===== config.mk =====
export PLATFORM = sky130hd
export DESIGN_NAME = sblb_top
export DESIGN_NICKNAME = d
export VERILOG_FILES = /design/src/core/sblb_pkg.sv /design/src/core/sblb_div_stage.sv /design/src/core/sblb_top.sv
export SDC_FILE = /design/constraint.sdc
export NUM_CORES = 1
export LEC_CHECK = 0
export BUFFER_PORTS_ARGS = -buffer_cell sky130_fd_sc_hd__buf_2
export CAP_MARGIN = 15
export CORE_MARGIN = 2
export CORE_UTILIZATION = 60
export CTS_CLUSTER_DIAMETER = 60
export CTS_CLUSTER_SIZE = 25
export DETAILED_ROUTE_END_ITERATION = 10
export HOLD_SLACK_MARGIN = 0.08
export PLACE_DENSITY_LB_ADDON = 0.15
export SLEW_MARGIN = 0
export SYNTH_ARGS = -nofsm -noshare
export SYNTH_HDL_FRONTEND = slang
export SYNTH_HIERARCHICAL = 1
export SYNTH_SLANG_ARGS = --single-unit

===== constraint.sdc =====
create_clock -name clk -period 8.8 [get_ports clk]
set_input_delay 1.32 -clock clk [delete_from_list [all_inputs] [get_ports clk]]
set_output_delay 1.32 -clock clk [all_outputs]
set_load 0.01 [all_outputs]

===== src/core/sblb_pkg.sv =====
// Package: register map, field layout and constants of the baud and LIN break block
package sblb_pkg;

  // ****************************************
  // Register map (byte addresses, one 32-bit word apart)
  // ****************************************
  localparam logic [3:0] ADDR_BAUD_RATE_CTRL = 4'h0;
  localparam logic [3:0] ADDR_PRESCALER_CTRL = 4'h4;
  localparam logic [3:0] ADDR_SYSTEM_OPTION  = 4'h8;
  localparam logic [3:0] ADDR_STATUS         = 4'hC;

  // ****************************************
  // Field positions
  // ****************************************
  localparam int BRC_TXBRK_BIT = 7;
  localparam int BRC_RXFLT_BIT = 6;
  localparam int BRC_CPS_LSB   = 4;
  localparam int BRC_RDS_LSB   = 0;
  localparam int PSC_FPS_LSB   = 5;
  localparam int PSC_CIS_LSB   = 0;
  localparam int SYS_SRC_BIT   = 0;
  localparam int SYS_ENA_BIT   = 1;
  localparam int STS_BRK_BIT   = 0;
  localparam int STS_FRAME_BIT = 1;
  localparam int STS_RF_BIT    = 2;

  // ****************************************
  // Reset values and counts
  // ****************************************
  localparam logic [7:0] BRC_RESET      = 8'h00;
  localparam logic [7:0] PSC_RESET      = 8'h00;
  localparam logic [1:0] SYS_RESET      = 2'h0;
  localparam logic [5:0] OVERSAMPLE     = 6'h3F;  // Divide by 64, minus one
  localparam logic [4:0] INSERT_FRAME   = 5'h1F;  // 32 output cycles per frame, minus one
  localparam logic [3:0] RX_BREAK_STD   = 4'hA;   // Ten low bits: ordinary break
  localparam logic [3:0] RX_BREAK_LIN8  = 4'hB;
  localparam logic [3:0] RX_BREAK_LIN9  = 4'hC;
  localparam logic [3:0] TX_BREAK_STD   = 4'hA;
  localparam logic [3:0] TX_BREAK_LIN8  = 4'hD;
  localparam logic [3:0] TX_BREAK_LIN9  = 4'hE;
  localparam logic [3:0] SAMPLE_MID     = 4'h8;   // Sixteenth ticks to mid-bit
  localparam logic [3:0] SUB_LAST       = 4'hF;

  // Coarse divisor decode, minus one
  function automatic logic [3:0] sblb_coarse_div_m1(input logic [1:0] sel);
    case (sel)
      2'h0:    sblb_coarse_div_m1 = 4'h0;
      2'h1:    sblb_coarse_div_m1 = 4'h2;
      2'h2:    sblb_coarse_div_m1 = 4'h3;
      default: sblb_coarse_div_m1 = 4'hC;
    endcase
  endfunction

endpackage


===== src/core/sblb_div_stage.sv =====
// Programmable modulo counter that emits a one-cycle tick per period
`timescale 1ns/100ps
module sblb_div_stage #(
  parameter int W = 8
) (
  // Clock and reset
  input  wire logic         clk,
  input  wire logic         srst,
  // Count control
  input  wire logic         en,
  input  wire logic [W-1:0] limit,
  // Period tick
  output logic              tick
);

  typedef struct packed {
    logic [W-1:0] cnt;
  } sblb_div_state_t;

  sblb_div_state_t st_reg;
  sblb_div_state_t st_next;

  // Wrap at limit; a lowered limit still wraps cleanly
  always_comb begin
    st_next = st_reg;
    if (en) begin
      if (st_reg.cnt >= limit) begin
        st_next.cnt = '0;
      end else begin
        st_next.cnt = st_reg.cnt + 1'b1;
      end
    end
  end

  assign tick = en && (st_reg.cnt >= limit);

  // State register
  always_ff @(posedge clk) begin
    if (srst) begin
      st_reg <= '0;
    end else begin
      st_reg <= st_next;
    end
  end

endmodule


===== src/core/sblb_top.sv =====
// Baud rate generator, LIN break detection and generation, Avalon-MM registers
`timescale 1ns/100ps

module sblb_top (
  // Clock and reset
  input  wire logic        clk,
  input  wire logic        srst,
  // Oscillator clock, sampled as a synchronous input
  input  wire logic        oscillator_clock,
  // Avalon-MM slave
  input  wire logic [3:0]  avs_address,
  input  wire logic        avs_read,
  input  wire logic        avs_write,
  input  wire logic [31:0] avs_writedata,
  input  wire logic [3:0]  avs_byteenable,
  output logic [31:0]      avs_readdata,
  output logic             avs_waitrequest,
  // Character length select from the data path
  input  wire logic        char_nine_bit,
  // Serial line
  input  wire logic        rxd,
  output logic             txd,
  // Transmit break request and status
  input  wire logic        tx_break_req,
  output logic             tx_break_busy,
  // Bit clocks to receiver and transmitter
  output logic             rx_sample_tick,
  output logic             tx_bit_tick,
  // Receive flags toward the data path
  output logic             break_flag,
  output logic             framing_error_flag,
  output logic             receive_full_flag
);

  // ****************************************
  // State
  // ****************************************
  typedef struct packed {
    logic [7:0]  baud_rate_ctrl;
    logic [7:0]  prescaler_ctrl;
    logic [1:0]  system_option_reg_two;
    logic        osc_q;
    logic        ack;
    logic [31:0] rdata;
    logic [4:0]  frame_cnt;
    logic        insert_hold;
    logic [3:0]  rx_sub;
    logic [3:0]  rx_low_bits;
    logic        rx_armed;
    logic [3:0]  tx_sub;
    logic [3:0]  tx_bits;
    logic        tx_active;
    logic        brk;
    logic        ferr;
    logic        rf;
  } sblb_state_t;

  sblb_state_t st_reg;
  sblb_state_t st_next;

  // ****************************************
  // Field views
  // ****************************************
  logic       lin_tx_break_enable;
  logic       lin_rx_break_filter;
  logic [1:0] coarse_prescale_select;
  logic [2:0] rate_divider_select;
  logic [2:0] fine_prescale_select;
  logic [4:0] clock_insert_select;
  logic       baud_clock_source_select;
  logic       serial_unit_enable;

  assign lin_tx_break_enable      = st_reg.baud_rate_ctrl[sblb_pkg::BRC_TXBRK_BIT];
  assign lin_rx_break_filter      = st_reg.baud_rate_ctrl[sblb_pkg::BRC_RXFLT_BIT];
  assign coarse_prescale_select   = st_reg.baud_rate_ctrl[sblb_pkg::BRC_CPS_LSB +: 2];
  assign rate_divider_select      = st_reg.baud_rate_ctrl[sblb_pkg::BRC_RDS_LSB +: 3];
  assign fine_prescale_select     = st_reg.prescaler_ctrl[sblb_pkg::PSC_FPS_LSB +: 3];
  assign clock_insert_select      = st_reg.prescaler_ctrl[sblb_pkg::PSC_CIS_LSB +: 5];
  assign baud_clock_source_select = st_reg.system_option_reg_two[sblb_pkg::SYS_SRC_BIT];
  assign serial_unit_enable       = st_reg.system_option_reg_two[sblb_pkg::SYS_ENA_BIT];

  // ****************************************
  // Rate generator chain
  // ****************************************
  logic       src_tick;
  logic       fine_en;
  logic       fine_tick;
  logic       fine_out;
  logic       coarse_tick;
  logic [6:0] pow2_limit;
  logic       pow2_tick;
  logic       over_tick;

  // Source select: oscillator edge or every bus clock
  always_comb begin
    src_tick = baud_clock_source_select ? (oscillator_clock && !st_reg.osc_q) : 1'b1;
  end

  // Inserted clocks stall the fine stage for one source tick
  assign fine_en  = src_tick && serial_unit_enable && !st_reg.insert_hold;
  // bypass passes source ticks straight through
  assign fine_out = (fine_prescale_select == 3'h0) ? (src_tick && serial_unit_enable)
                                                    : fine_tick;

  // fine divisor is select plus one
  sblb_div_stage #(.W(3)) u_fine (
    .clk   (clk),
    .srst  (srst),
    .en    (fine_en),
    .limit (fine_prescale_select),
    .tick  (fine_tick)
  );

  // coarse divisor 1, 3, 4 or 13
  sblb_div_stage #(.W(4)) u_coarse (
    .clk   (clk),
    .srst  (srst),
    .en    (fine_out),
    .limit (sblb_pkg::sblb_coarse_div_m1(coarse_prescale_select)),
    .tick  (coarse_tick)
  );

  assign pow2_limit = 7'((8'h01 << rate_divider_select) - 8'h01);

  sblb_div_stage #(.W(7)) u_pow2 (
    .clk   (clk),
    .srst  (srst),
    .en    (coarse_tick),
    .limit (pow2_limit),
    .tick  (pow2_tick)
  );

  // fixed divide by 4, four ticks per sixteenth
  sblb_div_stage #(.W(2)) u_over (
    .clk   (clk),
    .srst  (srst),
    .en    (pow2_tick),
    .limit (2'h3),
    .tick  (over_tick)
  );

  // one tick stream shared by receiver and transmitter
  assign rx_sample_tick = over_tick;
  assign tx_bit_tick    = over_tick && (st_reg.tx_sub == sblb_pkg::SUB_LAST);
  assign tx_break_busy  = st_reg.tx_active;
  assign txd            = !st_reg.tx_active;
  assign break_flag         = st_reg.brk;
  assign framing_error_flag = st_reg.ferr;
  assign receive_full_flag  = st_reg.rf;
  assign avs_readdata       = st_reg.rdata;
  // One wait cycle, then acknowledge
  // Read data are captured while waiting, so no path runs from address to data
  assign avs_waitrequest    = (avs_read || avs_write) && !st_reg.ack;

  // ****************************************
  // Next-state logic
  // ****************************************
  logic [3:0] rx_need;
  logic [3:0] tx_need;
  logic       bus_take;
  logic       sts_read;

  // length select moves both LIN thresholds up by one bit
  always_comb begin
    rx_need = !lin_rx_break_filter ? sblb_pkg::RX_BREAK_STD :
              (char_nine_bit ? sblb_pkg::RX_BREAK_LIN9 : sblb_pkg::RX_BREAK_LIN8);
    tx_need = !lin_tx_break_enable ? sblb_pkg::TX_BREAK_STD :
              (char_nine_bit ? sblb_pkg::TX_BREAK_LIN9 : sblb_pkg::TX_BREAK_LIN8);
  end

  assign bus_take = (avs_read || avs_write) && st_reg.ack;
  assign sts_read = bus_take && avs_read && (avs_address == sblb_pkg::ADDR_STATUS);

  always_comb begin
    st_next       = st_reg;
    st_next.osc_q = oscillator_clock;
    st_next.ack   = (avs_read || avs_write) && !st_reg.ack;

    // one held source tick per inserted clock, in the frame's first slots
    // Holding rather than skipping keeps each stretch exactly one source tick
    st_next.insert_hold = 1'b0;
    if (fine_tick) begin
      st_next.frame_cnt = st_reg.frame_cnt + 5'h01;
      if (st_reg.frame_cnt < clock_insert_select) begin
        st_next.insert_hold = 1'b1;
      end
    end
    if (st_reg.insert_hold && !src_tick) begin
      st_next.insert_hold = 1'b1;  // Wait for the source tick that is swallowed
    end

    // Register writes, low byte lane only
    if (bus_take && avs_write && avs_byteenable[0]) begin
      case (avs_address)
        sblb_pkg::ADDR_BAUD_RATE_CTRL: st_next.baud_rate_ctrl = avs_writedata[7:0];
        sblb_pkg::ADDR_PRESCALER_CTRL: st_next.prescaler_ctrl = avs_writedata[7:0];
        sblb_pkg::ADDR_SYSTEM_OPTION:  st_next.system_option_reg_two = avs_writedata[1:0];
        default: ;
      endcase
    end

    // Read data captured in the waiting cycle, shown at the acknowledge edge
    st_next.rdata = 32'h0000_0000;
    if (avs_read && !st_reg.ack) begin
      case (avs_address)
        sblb_pkg::ADDR_BAUD_RATE_CTRL: st_next.rdata = {24'h000000, st_reg.baud_rate_ctrl};
        sblb_pkg::ADDR_PRESCALER_CTRL: st_next.rdata = {24'h000000, st_reg.prescaler_ctrl};
        sblb_pkg::ADDR_SYSTEM_OPTION:
          st_next.rdata = {30'h0000_0000, st_reg.system_option_reg_two};
        sblb_pkg::ADDR_STATUS:
          st_next.rdata = {28'h0000000, st_reg.tx_active, st_reg.rf, st_reg.ferr, st_reg.brk};
        default: st_next.rdata = 32'h0000_0000;
      endcase
    end else if (avs_read) begin
      st_next.rdata = st_reg.rdata;
    end

    // Reading status clears only the flags it reported; a flag set after the
    // capture survives, and a new break in this cycle wins below
    if (sts_read) begin
      st_next.brk  = st_reg.brk  & ~st_reg.rdata[sblb_pkg::STS_BRK_BIT];
      st_next.ferr = st_reg.ferr & ~st_reg.rdata[sblb_pkg::STS_FRAME_BIT];
      st_next.rf   = st_reg.rf   & ~st_reg.rdata[sblb_pkg::STS_RF_BIT];
    end

    // Receive low-time measurement at mid-bit samples
    // Counting at mid-bit lets detection land half a bit before the count
    if (rx_sample_tick) begin
      st_next.rx_sub = st_reg.rx_sub + 4'h1;
      if (rxd) begin
        st_next.rx_sub      = 4'h0;
        st_next.rx_low_bits = 4'h0;
        st_next.rx_armed    = 1'b1;  // Line must go high before the next break
      end else if (st_reg.rx_sub == sblb_pkg::SAMPLE_MID && st_reg.rx_armed) begin
        st_next.rx_low_bits = st_reg.rx_low_bits + 4'h1;
        // whole-bit count at the 11-bit threshold rejects 10.35, accepts 11.05 and up
        if (st_reg.rx_low_bits + 4'h1 == rx_need) begin
          st_next.rx_armed = 1'b0;
          st_next.brk  = 1'b1;
          st_next.ferr = 1'b1;
          st_next.rf   = 1'b1;
        end
      end
    end
    if (!serial_unit_enable) begin
      st_next.rx_sub      = 4'h0;
      st_next.rx_low_bits = 4'h0;
    end

    // Disabling the unit mid-break freezes the count with the line held low
    // transmit break counted in bit ticks, independent of the receive side
    if (!st_reg.tx_active && tx_break_req && serial_unit_enable) begin
      st_next.tx_active = 1'b1;
      st_next.tx_bits   = 4'h0;
      st_next.tx_sub    = 4'h0;
    end else if (st_reg.tx_active && over_tick) begin
      st_next.tx_sub = st_reg.tx_sub + 4'h1;
      if (tx_bit_tick) begin
        st_next.tx_bits = st_reg.tx_bits + 4'h1;
        if (st_reg.tx_bits + 4'h1 == tx_need) begin
          st_next.tx_active = 1'b0;
        end
      end
    end
  end

  // ****************************************
  // State register
  // ****************************************
  // all fields clear at reset
  always_ff @(posedge clk) begin
    if (srst) begin
      st_reg                       <= '0;
      st_reg.baud_rate_ctrl        <= sblb_pkg::BRC_RESET;
      st_reg.prescaler_ctrl        <= sblb_pkg::PSC_RESET;
      st_reg.system_option_reg_two <= sblb_pkg::SYS_RESET;
    end else begin
      st_reg <= st_next;
    end
  end

endmodule


Yosys cells after proc, flatten, opt, wreduce, memory -nomap -nowiden
Index checks and enable logic that the tools add are counted.

Reductions and logical operators: 43. Bitwise operators: 7. Shift operators: 1. Muxes and demuxes: 30. Magnitude comparators: 5. $add $sub $neg: 10. Equal/unequal tests: 10.

Operators by type and width (number): two-way mux 32 bit (2); one-hot mux 8 bit (4 select lines) (1); two-way mux 3 bit (9); adder 4 x 1 -> 4 bit (second input constant) (5); logical AND 1 bit (20); == test 4 bit (second input constant) (4); one-hot mux 4 bit (3 select lines) (1); two-way mux 1 bit (10); two-way mux 5 bit (2); AND reduction 2 bit (5); nonzero test 2 bit (5); == test 4 bit (2); two-way mux 4 bit (2); adder 7 x 1 -> 7 bit (second input constant) (1); >= comparator 7 bit (1); two-way mux 7 bit (1); << shifter 1 x 3 -> 7 bit (first input constant) (1); subtractor 7 x 1 -> 7 bit (second input constant) (1); AND reduction 3 bit (2); adder 5 x 1 -> 5 bit (second input constant) (1); logical NOT 1 bit (5); < comparator 5 bit (1); == test 4 x 3 -> 1 bit (second input constant) (1); >= comparator 4 bit (1); other kinds (15) (22).

Flip-flop bits (word level): 95. Word-level logic and storage cells: 127. Output and inout port bits: 40.

Depth between registers and ports, before layout
Gate-level depths: netlist (run 1).

Depth in word-level cells: 14. Gate-level depth with buffers: 19.

Hierarchy
The synthesis (run 1) kept the hierarchy.

By module, submodules not included: sblb_top (seq. area each 1101.1 sq um, cells each 348, times used 1, area an instance 3056.7 sq um); sblb_div_stage at u_pow2 (seq. area each 140.1 sq um, cells each 59, times used 1, area an instance 509.2 sq um); sblb_div_stage at u_coarse (seq. area each 80.1 sq um, cells each 35, times used 1, area an instance 324.1 sq um); sblb_div_stage at u_fine (seq. area each 60.1 sq um, cells each 26, times used 1, area an instance 231.5 sq um); sblb_div_stage at u_over (seq. area each 40.0 sq um, cells each 19, times used 1, area an instance 158.9 sq um).

Least setup slack after synthesis (run 1)
Ideal clock, no wire load.

Path kind: input-to-output. From: input port oscillator_clock. To: output port tx_bit_tick. Arrival time: 3.760 ns. Data required time: 7.480 ns. Path slack: 3.720 ns. Path buffers: 4. Stages on the path: 17. Cell sequence: inv_1 -> o21ai_0 -> nand2_1 -> nor2_1 -> and2_1 -> clkbuf_1 -> o31ai_1 -> o41ai_1 -> clkbuf_2 -> and2_1 -> buf_2 -> inv_1 -> a31oi_1 -> and2_1 -> buf_2 -> nand2_1 -> nor2_1.

Word-level cells in the longest chain between the ends: 10.

Ends and longest elaborated chain: start, declared (RTL line sblb_top.sv:9) `input wire logic oscillator_clock,`; logical AND 1 bit (RTL line sblb_top.sv:96) `src_tick = baud_clock_source_select ? (oscillator_clock && !st_reg.osc_q) : 1'b1;`; two-way mux 1 bit (RTL line sblb_top.sv:96); logical AND 1 bit (2 in series) (RTL line sblb_top.sv:100) `assign fine_en = src_tick && serial_unit_enable && !st_reg.insert_hold;`; via fine_en (RTL line sblb_top.sv:86) `logic fine_en;`; logical AND 1 bit (RTL line sblb_div_stage.sv:35) `assign tick = en && (st_reg.cnt >= limit);`; via fine_tick (RTL line sblb_top.sv:87) `logic fine_tick;`; two-way mux 1 bit (RTL line sblb_top.sv:102) `assign fine_out = (fine_prescale_select == 3'h0) ? (src_tick && serial_unit_enable)`; via fine_out (RTL line sblb_top.sv:88) `logic fine_out;`; logical AND 1 bit (RTL line sblb_div_stage.sv:35); via coarse_tick (RTL line sblb_top.sv:89) `logic coarse_tick;`; logical AND 1 bit (RTL line sblb_div_stage.sv:35); via pow2_tick (RTL line sblb_top.sv:91) `logic pow2_tick;`; logical AND 1 bit (RTL line sblb_div_stage.sv:35); via rx_sample_tick (RTL line sblb_top.sv:27) `output logic rx_sample_tick,`; logical AND 1 bit (RTL line sblb_top.sv:144) `assign tx_bit_tick = over_tick && (st_reg.tx_sub == sblb_pkg::SUB_LAST);`; end, declared (RTL line sblb_top.sv:28) `output logic tx_bit_tick,`.

The timed path passes the listed nets, and every way through them passes these cells.

Worst setup path after layout (run 1)
From: input port oscillator_clock. To: output port tx_bit_tick.

Word-level cells in the longest chain between the ends: 10.

Ends and longest elaborated chain (RTL line): logical AND 1 bit (sblb_top.sv:96); two-way mux 1 bit (sblb_top.sv:96); logical AND 1 bit (2 in series) (sblb_top.sv:100); via fine_en (sblb_top.sv:86); logical AND 1 bit (sblb_div_stage.sv:35); via fine_tick (sblb_top.sv:87); two-way mux 1 bit (sblb_top.sv:102); via fine_out (sblb_top.sv:88); logical AND 1 bit (sblb_div_stage.sv:35); via coarse_tick (sblb_top.sv:89); logical AND 1 bit (sblb_div_stage.sv:35); via pow2_tick (sblb_top.sv:91); logical AND 1 bit (sblb_div_stage.sv:35); logical AND 1 bit (sblb_top.sv:144).

The timed path passes the listed nets, and every way through them passes these cells.

==> out/results.tsv, run 1 <==
metric	value	unit
status	complete, no violations	
holdCritStartpoint	st_reg[11]	
tritoncts	yes	
numCtsBuffers	9	
path_delay_family	simple AND/OR/NAND/NOR gates	
htreeDepth	3	
postPlaceCellArea	0.00436	sq mm
largest_reg_flops	26	
r2r-end	framing_error_flag	
min_path_cells	2	
drc	0	
worstMarginPinSlew	0.811	ns
grt.overflow.total	0	
rsz0062_at_grt	no	
path_cells	buf_2, inv_1, o21ai_0, nand2_1, nor2_1, and2_1, o31ai_1, o41ai_1, buf_4, and2_1, inv_1, a31oi_1, and2_1, nand2_1, nor2_1, buf_2	
avgSynthCellArea	8.79	sq um
n_antenna_cell	0	
chipHeight	88.5	microns
grt_pass1_wl	14.2	mm
timing.final.crit_period	5.65	ns
cts.sinks	71	
synth_top_area_cell	dfxtp_1	
yosys-top-cells-area	dfxtp_1 33%, ha_1 9.4%, buf_4 5.8%	
cp_common_cell	and2_1	
root_buffer	clkbuf_8	
rows	30	
hold_viol	0	
fmax	177	MHz
crit_required	7.48	ns
post_cts_buffers	0	
area_delta_synth_final	6.43	%
clock_path_buffers	2	
leakage	1.77	nW
gp_congestion	0.808	
worstHoldEndpoint	st_reg[11]	
clk_pin_slew	0.08	ns
firstDrtPassIters	4	
path_max_fanout	11	
vias	3376	
drt-initial-drc-count	142	
syn_inst	487	
synth_top_area_frac	0.332	
dieArea	0.00783	sq mm
io_pins	88	
reg2reg_from	fine_prescale_select[2]	
synth_seq_area_share	0.332	
slew_violations	0	
cts_resized	0	
core	0.00683	sq mm
p_per_area	135	mW/mm^2
grt_pass1_vias	3110	
start_kind	input port	
finalSetupViolCount	0	
slew_headroom	0.459	
wl	8.40	mm
fin_nets	592	
ys_warn_count	6	
max_stage_delay	0.45	ns
crit_buf_inv	5	
start_util	0.627	
post-dp-hpwl	6.33	mm
dieWidth	88.5	microns
clkLatencyLatePin	0.35	ns
antenna_left	0	
cts_hold_buf	0	
period_share	0.642	
grt_max_degree	44	
end_kind	output port	
design_area	0.00456	sq mm
ys_seq_elements	71	
drive_above_1_share	0.141	
skew	0.0120	ns
grt.total_usage	0.230	
wl_per_cell	13.7	microns
synth.distinct_cells	65	
io_buffers	36	
syn_area	0.00428	sq mm
antenna_found_initial	0	
maxCapViolations	0	
worstPathArrival	4.33	ns
viasPerCell	5.51	
synth_edf_count	0	
ys_dominant_reg_cell	dfxtp_1	
cpMaxStageDelayCell	and2_1	
setup_tns	0	ns
hp-class	reg -> reg	
worstSetupPathType	in -> out	
rrSetupSlack	4.62	ns
ys_async_sr_fraction	0	
ir_drop	0.129	mV
rr_worst_depth	16	
placed cells by master (no fill, tap or decap), types with 5 or more instances in the layout:
| cell | synthesis | layout |
|---|---|---|
| xnor2_1 | 10 | 10 |
| nor2_1 | 50 | 50 |
| nor2b_1 | 13 | 13 |
| nand2_1 | 23 | 23 |
| buf_2 | 2 | 36 |
| o211ai_1 | 6 | 6 |
| dfxtp_1 | 71 | 71 |
| a21oi_1 | 19 | 19 |
| clkbuf_8 | 0 | 9 |
| and2_1 | 11 | 11 |
| nand2b_1 | 10 | 10 |
| nand4_1 | 7 | 7 |
| o2111ai_1 | 5 | 5 |
| inv_1 | 35 | 35 |
| nand3_1 | 16 | 16 |
| ha_1 | 32 | 32 |
| xor2_1 | 14 | 14 |
| conb_1 | 2 | 26 |
| mux2i_1 | 24 | 24 |
| nor3_1 | 14 | 14 |
| a221oi_1 | 6 | 6 |
| o21ai_0 | 12 | 12 |
per-stage QoR:
step	total power [mW]	hold WS [ns]	util	setup slack, ns	instances
global placement	0.363	0.471	0.638	3.30	597
detailed placement	0.364	0.480	0.638	3.14	597
finish	0.617	0.496	0.667	3.15	613
global route	0.641	0.512	0.667	2.77	613
floorplan	0.359	0.453	-	3.72	511
CTS	0.622	0.494	0.667	3.13	613
per-layer routing:
metal / track usage / part of all wire / vias to the layer above
li1: - / - / 1692
met1: 0.316 / 0.49 / 1572
met2: 0.361 / 0.45 / 98
met3: 0.0466 / 0.047 / 14
met4: 0.0840 / 0.018 / 0
met5: 0 / 0 / -
Yosys cell counts, types with 3 or more instances:
cell / n
a21oi_1: 19
a221oi_1: 6
a31o_1: 3
a31oi_1: 3
and2_1: 11
and4_1: 3
buf_4: 33
clkbuf_1: 7
dfxtp_1: 71
ha_1: 32
inv_1: 35
mux2i_1: 24
nand2_1: 23
nand2b_1: 10
nand3_1: 16
nand4_1: 7
nor2_1: 50
nor2b_1: 13
nor3_1: 14
o2111ai_1: 5
o211ai_1: 6
o21ai_0: 12
o21ai_1: 4
or3_1: 4
xnor2_1: 10
xor2_1: 14
power by group:
part	internal, mW	switching [mW]	total, mW
sequential	0.322	0.00270	0.325
combinational	0.00972	0.0219	0.0316
clock	0.131	0.129	0.260
total	0.463	0.153	0.617
cell type report:
cell class                      instances  area, sq um
Timing Repair Buffer                   37          188
Fill cell                             584         2280
Sequential cell                        71         1420
Multi-Input combinational cell        356         2490
Clock buffer                            9          124
Inverter                               37          139
Tap cell                               96          120
Clock inverter                          7         72.6
worst max path at each step:
| stage | startpoint | to | slack [ns] | cells after the start |
|---|---|---|---|---|
| floorplan | oscillator_clock | tx_bit_tick | 3.72 | 17 |
| global placement | oscillator_clock | tx_bit_tick | 3.30 | 16 |
| detailed placement | oscillator_clock | tx_bit_tick | 3.14 | 16 |
| CTS | oscillator_clock | tx_bit_tick | 3.13 | 16 |
| global route | oscillator_clock | tx_bit_tick | 2.77 | 16 |
| finish | oscillator_clock | tx_bit_tick | 3.15 | 16 |
cell families (layout without fill, tap and decap cells):
family | after synthesis | count (layout) | synth area share
muxes | 26 | 26 | 0.0614
other | 2 | 26 | 0.00175
DFF | 71 | 71 | 0.332
buffers and inverters | 84 | 90 | 0.107
xor gates and xnor gates | 24 | 24 | 0.0491
and+or+nand+nor | 168 | 168 | 0.217
AOI/OAI and AO/OA | 80 | 80 | 0.138
adders and majority gates | 32 | 32 | 0.0935
worst register-to-register path, delay by kind of cell (launching register included):
kind	cells	cell delay [ns]
AO/OA/AOI/OAI	7	1.41
adder cells (fa/ha/maj)	1	0.30
buffers and inverters	4	0.74
flip-flops	1	0.45
AND/OR/NAND/NOR	4	1.18
(Power assumes the default switching activity.)
==> run 2, diff against run 1 <==
Settings changed: CORE_UTILIZATION 60 to 50.
Clock period 8.8 ns to 5.2 ns, I/O delays scaled along.
==> run 2 against run 1 <==
  * Worst setup slack lost 2.5 ns
  * Clock skew shrank 0.00091 ns
  * Global-route usage shrank 4.0 points
  * Combinational power grew 72%
  * Critical path type unchanged
  * First-iteration DRC count grew 3.5%
  * Sequential share of layout area shrank 0.14 points
==> out/results.tsv, run 2 (same netlist as run 1, synthesis figures left out) <==
metric	value	unit	change
io_pins	88		unchanged
postPlaceCellArea	0.00438	sq mm	was 0.00436 sq mm
vias	3294		was 3,376
area_delta_synth_final	6.90	%	was 6.43%
drt-initial-drc-count	147		was 142
io_buffers	36		unchanged
ir_drop	0.136	mV	was 0.129 mV
end_kind	output port		unchanged
gp_congestion	0.776		was 0.808
path_max_fanout	11		unchanged
timing.final.crit_period	4.52	ns	
root_buffer	clkbuf_8		unchanged
rows	33		was 30
final_util	0.554		was 0.667
layout_commonest_cell	dfxtp_1		unchanged
worstSetupPathType	in -> out		unchanged
clk_pin_slew	0.08	ns	about the same
multi_input_area	0.00249	sq mm	unchanged
grt_max_degree	44		unchanged
reg2reg_from	fine_prescale_select[2]		unchanged
drc	0		unchanged
power_frac_seq	0.525		was 0.527
clock_path_buffers	2		unchanged
antenna_left	0		unchanged
dp_cells	607		was 597
cts_hold_buf	0		unchanged
fin_nets	593		was 592
cts_resized	0		unchanged
viasPerCell	5.29		was 5.51
worstMarginPinSlew	0.664	ns	was 0.811 ns
dieArea	0.00932	sq mm	was 0.00783 sq mm
n_antenna_cell	0		unchanged
wl_per_cell	13.6	microns	was 13.7 microns
chipHeight	96.5	microns	was 88.5 microns
core	0.00826	sq mm	was 0.00683 sq mm
period_share	0.870		
worstSetupStartpoint	oscillator_clock		unchanged
leakage	1.78	nW	was 1.77 nW
skew	0.0111	ns	was 0.0120 ns
tritoncts	yes		unchanged
clkPwrFrac	0.424		was 0.421
p_sw	254	uW	was 153 uW
final_cells	623		was 613
seq_area	0.00142	sq mm	unchanged
crit_required	4.42	ns	was 7.48 ns
grt.total_usage	0.190		was 0.230
hold_viol	0		unchanged
start_util	0.518		was 0.627
layout_common_cells	71 x dfxtp_1, 50 x nor2_1, 36 x buf_2, 35 x inv_1, 32 x ha_1		unchanged
clkLatencyLatePin	0.34	ns	was 0.35 ns
drive_above_1_share	0.143		was 0.141
nFillCells	782		was 584
htreeDepth	3		unchanged
status	complete, no violations		unchanged
grt_pass1_vias	2879		was 3,110
numCtsBuffers	9		unchanged
hold_ws	0.483	ns	was 0.496 ns
antenna_found_initial	0		unchanged
setup_ws	0.676	ns	was 3.15 ns
maxCapViolations	0		unchanged
rsz0062_at_grt	no		unchanged
finalSetupViolCount	0		unchanged
internal_power	795	uW	was 463 uW
dieWidth	96.5	microns	was 88.5 microns
p_comb_frac	0.052		was 0.051
worstPathArrival	3.74	ns	was 4.33 ns
setup_tns	0	ns	unchanged
pre_cts_ws	0.636	ns	was 3.14 ns
largest_reg_flops	26		unchanged
design_area	0.00458	sq mm	was 0.00456 sq mm
slew_violations	0		unchanged
grt_pass1_wl	13.8	mm	was 14.2 mm
hp-class	reg -> reg		unchanged
wl	8.48	mm	was 8.40 mm
swShare	0.242		was 0.249
grt.overflow.total	0		unchanged
start_kind	input port		unchanged
fmax	221	MHz	
post-dp-hpwl	6.36	mm	was 6.33 mm
slew_headroom	0.556		was 0.459
p_total	1.05	mW	was 617 uW
cts.sinks	71		unchanged
holdCritStartpoint	st_reg[9]		was st_reg[11]
post_cts_buffers	0		unchanged
p_per_area	229	mW/mm^2	was 135 mW/mm^2
firstDrtPassIters	4		unchanged
-- run 2: final cells by class --
cell class                      instances  area share
Clock inverter                          6      0.0131
Tap cell                              105      0.0287
Timing Repair Buffer                   38      0.0427
Clock buffer                           10      0.0301
Inverter                               37      0.0304
Multi-Input combinational cell        356       0.544
Sequential cell                        71       0.311
-- run 2: critical path, stage by stage --
cell and delay [ns]:
buf_2 0.07, inv_1 0.05, o21ai_0 0.16, nand2_1 0.08
nor2_1 0.32, and2_1 0.36, o31ai_1 0.12, o41ai_1 0.08
buf_4 0.22, and2_1 0.30, inv_1 0.09, a31oi_1 0.32
and2_1 0.44, nand2_1 0.09, nor2_1 0.11, buf_2 0.13
-- run 2: routing by layer --
layer,wire (microns),global-route usage,vias to the layer above,share of wire
met2,3800,0.302,61,0.45
met1,4270,0.265,1535,0.50
met5,0,0,-,0
li1,-,-,1691,-
met4,87,0.0634,0,0.010
met3,323,0.0303,7,0.038
-- run 2: path summary, 6_finish.rpt --
check                 to  slack, ns  cells past startpoint
max reg2reg   break_flag       1.08                     16
min reg2reg    st_reg[9]       0.48                      2
min            st_reg[9]       0.48                      2
max          tx_bit_tick       0.68                     16
-- run 2: power by group through the flow --
stage                     Combinational (mW)  Clock, mW  Sequential [mW]
after floorplan                       0.0489          0            0.559
after global placement                0.0535          0            0.563
after detailed placement              0.0542          0            0.563
after CTS                             0.0543      0.453            0.550
after global routing                  0.0616      0.473            0.551
final                                 0.0544      0.444            0.550
==> run 3, diff against run 2 <==
Settings changed: CORE_UTILIZATION 50 to 48, GPL_ROUTABILITY_DRIVEN set to 0, SYNTH_HIERARCHICAL 1 to unset.
==> run 3 against run 2 <==
  * Count of clock-buffer cells in the layout unchanged
  * Hold slack improved by 0.0076 ns
  * Register-to-register slack improved by 1.2 ns
  * Non-clock buffer count down 2
  * Die area fell by 2.0%
  * Fmax grew 20%
  * First-iteration DRC count shrank 24%
  * Power increased by 2.6%
  * Flip-flop and latch count is the same
  * Critical endpoint is now rx_sample_tick
  * Utilization fell by 2.6 points
  * Largest cell class unchanged
  * Final area shrank 5.6%
==> out/results.tsv, run 3 <==
metric	value	unit	change
period_share	0.723		was 0.870
ys_async_sr_fraction	0		unchanged
synth_top_area_frac	0.353		was 0.332
largest_reg_flops	26		unchanged
path_max_fanout	29		was 11
clkPwrFrac	0.450		was 0.424
finalSetupViolCount	0		unchanged
cp_common_cell	ha_1		was and2_1
setup_tns	0	ns	unchanged
htreeDepth	3		unchanged
syn_inst	470		was 487
area_delta_synth_final	7.37	%	was 6.90%
skew	0.0106	ns	was 0.0111 ns
antenna_left	0		unchanged
crit_buf_inv	3		was 5
design_area	0.00432	sq mm	was 0.00458 sq mm
numCtsBuffers	9		unchanged
holdCritStartpoint	st_reg[18]		was st_reg[9]
start_util	0.492		was 0.518
cts.sinks	71		unchanged
syn_area	0.00402	sq mm	was 0.00428 sq mm
cts_hold_buf	0		unchanged
core	0.00818	sq mm	was 0.00826 sq mm
power_frac_seq	0.508		was 0.525
drt-initial-drc-count	112		was 147
ys_warn_count	0		was 6
grt.overflow.total	0		unchanged
cpMaxStageDelayCell	nand4_2		was and2_1
synth_edf_count	0		unchanged
wl_per_cell	13.6	microns	about the same
grt_pass1_wl	13.6	mm	was 13.8 mm
status	complete, no violations		unchanged
rsz0062_at_grt	no		unchanged
timing.final.crit_period	3.76	ns	was 4.52 ns
path_delay_family	simple AND/OR/NAND/NOR gates		unchanged
ys_dominant_reg_cell	dfxtp_1		unchanged
antenna_found_initial	0		unchanged
post-dp-hpwl	5.90	mm	was 6.36 mm
p_sw	250	uW	was 254 uW
ys_seq_elements	71		unchanged
maxCapViolations	0		unchanged
start_kind	flip-flop		was input port
n_antenna_cell	0		unchanged
io_pins	88		unchanged
dieWidth	95.5	microns	was 96.5 microns
synth_common_cells	71 x dfxtp_1, 58 x nor2_1, 34 x a21oi_1		was 71 x dfxtp_1, 50 x nor2_1, 35 x inv_1
drive_above_1_share	0.137		was 0.143
layout_commonest_cell	dfxtp_1		unchanged
post_cts_buffers	0		unchanged
fmax	266	MHz	was 221 MHz
slew_headroom	0.362		was 0.556
synth_most_common_cell	dfxtp_1		unchanged
worstPathArrival	2.98	ns	was 3.74 ns
tritoncts	yes		unchanged
worstSetupPathType	reg -> out		was in -> out
end_kind	output port		unchanged
avgSynthCellArea	8.56	sq um	was 8.79 sq um
worstMarginPinSlew	0.957	ns	was 0.664 ns
path_cells	inv_1, ha_1, ha_1, a2111o_1, and3_4, nand4_2, inv_2, buf_2		was buf_2, inv_1, o21ai_0, nand2_1, nor2_1, and2_1, o31ai_1, o41ai_1, buf_4, and2_1, inv_1, a31oi_1, and2_1, nand2_1, nor2_1, buf_2
root_buffer	clkbuf_8		unchanged
postPlaceCellArea	0.00411	sq mm	was 0.00438 sq mm
wl	8.19	mm	was 8.48 mm
crit_required	4.42	ns	about the same
cts_resized	0		unchanged
chipHeight	95.5	microns	was 96.5 microns
drc	0		unchanged
slew_violations	0		unchanged
firstDrtPassIters	5		was 4
hp-class	reg -> reg		unchanged
vias	3245		was 3,294
grt.total_usage	0.191		was 0.190
hold_viol	0		unchanged
nFillCells	777		was 782
swShare	0.233		was 0.242
max_stage_delay	0.55	ns	was 0.44 ns
internal_power	826	uW	was 795 uW
p_total	1.08	mW	was 1.05 mW
synth_seq_area_share	0.353		was 0.332
rows	33		unchanged
grt_pass1_vias	2850		was 2,879
fin_nets	570		was 593
io_buffers	36		unchanged
clk_pin_slew	0.08	ns	about the same
clkLatencyLatePin	0.34	ns	about the same
worstSetupStartpoint	coarse_prescale_select[0]		was oscillator_clock
leakage	1.70	nW	was 1.78 nW
clock_path_buffers	2		unchanged
viasPerCell	5.39		was 5.29
dieArea	0.00913	sq mm	was 0.00932 sq mm
layout_common_cells	71 x dfxtp_1, 58 x nor2_1, 36 x buf_2, 34 x a21oi_1, 30 x ha_1		was 71 x dfxtp_1, 50 x nor2_1, 36 x buf_2, 35 x inv_1, 32 x ha_1
synth.distinct_cells	58		was 65
ir_drop	0.142	mV	was 0.136 mV
reg2reg_from	coarse_prescale_select[0]		was fine_prescale_select[2]
p_per_area	249	mW/mm^2	was 229 mW/mm^2
yosys-top-cells-area	dfxtp_1 35%, ha_1 9.3%, buf_4 6.2%		was dfxtp_1 33%, ha_1 9.4%, buf_4 5.8%
p_comb_frac	0.042		was 0.052
grt_max_degree	52		was 44
synth_top_area_cell	dfxtp_1		unchanged
run 3: layer usage:
| metal | routed length, microns | up-vias | track usage |
|---|---|---|---|
| met1 | 4230 | 1530 | 0.277 |
| met2 | 3590 | 61 | 0.288 |
| met5 | 0 | - | 0 |
| li1 | - | 1647 | - |
| met3 | 266 | 7 | 0.0316 |
| met4 | 107 | 0 | 0.0607 |
run 3: cells by family (layout without fill, tap and decap cells):
kind of cell / count (synthesis) / after routing / synth area share
AND/OR/NAND/NOR: 167 / 167 / 0.212
AO/OA/AOI/OAI: 88 / 88 / 0.134
adder cells (fa/ha/maj): 30 / 30 / 0.0933
other: 1 / 24 / 0.000932
buffers and inverters: 72 / 76 / 0.100
XOR/XNOR: 15 / 15 / 0.0327
flip-flops: 71 / 71 / 0.353
multiplexers: 26 / 26 / 0.0728
run 3: final cells by class:
class                           instances  area (sq um)  share of cell area
Inverter                               24          90.1              0.0209
Clock inverter                          6          85.1              0.0197
Tap cell                              105           131              0.0304
Sequential cell                        71          1420               0.329
Timing Repair Buffer                   36           180              0.0417
Clock buffer                           10           128              0.0295
Multi-Input combinational cell        350          2280               0.529
run 3: metrics by stage:
stage	hold WS, ns	std cells	utilization	setup WS [ns]
floorplan	0.459	493	-	2.42
global placement	0.473	586	0.502	1.87
detailed placement	0.483	586	0.502	1.83
CTS	0.492	602	0.528	1.44
global route	0.521	602	0.528	1.26
finish	0.490	602	0.528	1.44
run 3: final timing paths:
kind,to,slack (ns),cells after the start
worst min-delay path,st_reg[18],0.49,2
worst max-delay path,rx_sample_tick,1.44,8
worst max register to register,st_reg[16],2.27,8
worst min register to register,st_reg[18],0.49,2
run 3: power groups by stage:
stage / clock [mW] / combinational (mW) / sequential [mW]
2_1_floorplan: 0 / 0.0434 / 0.558
3_3_place_gp: 0 / 0.0448 / 0.560
3_5_place_dp: 0 / 0.0450 / 0.560
4_1_cts: 0.494 / 0.0450 / 0.547
5_1_grt: 0.518 / 0.0510 / 0.547
6_report: 0.484 / 0.0452 / 0.547
run 3: worst min-delay path, stage by stage (launching register included):
cell and delay (ns):
dfxtp_1 0.34, nand2_1 0.06, a21oi_1 0.05
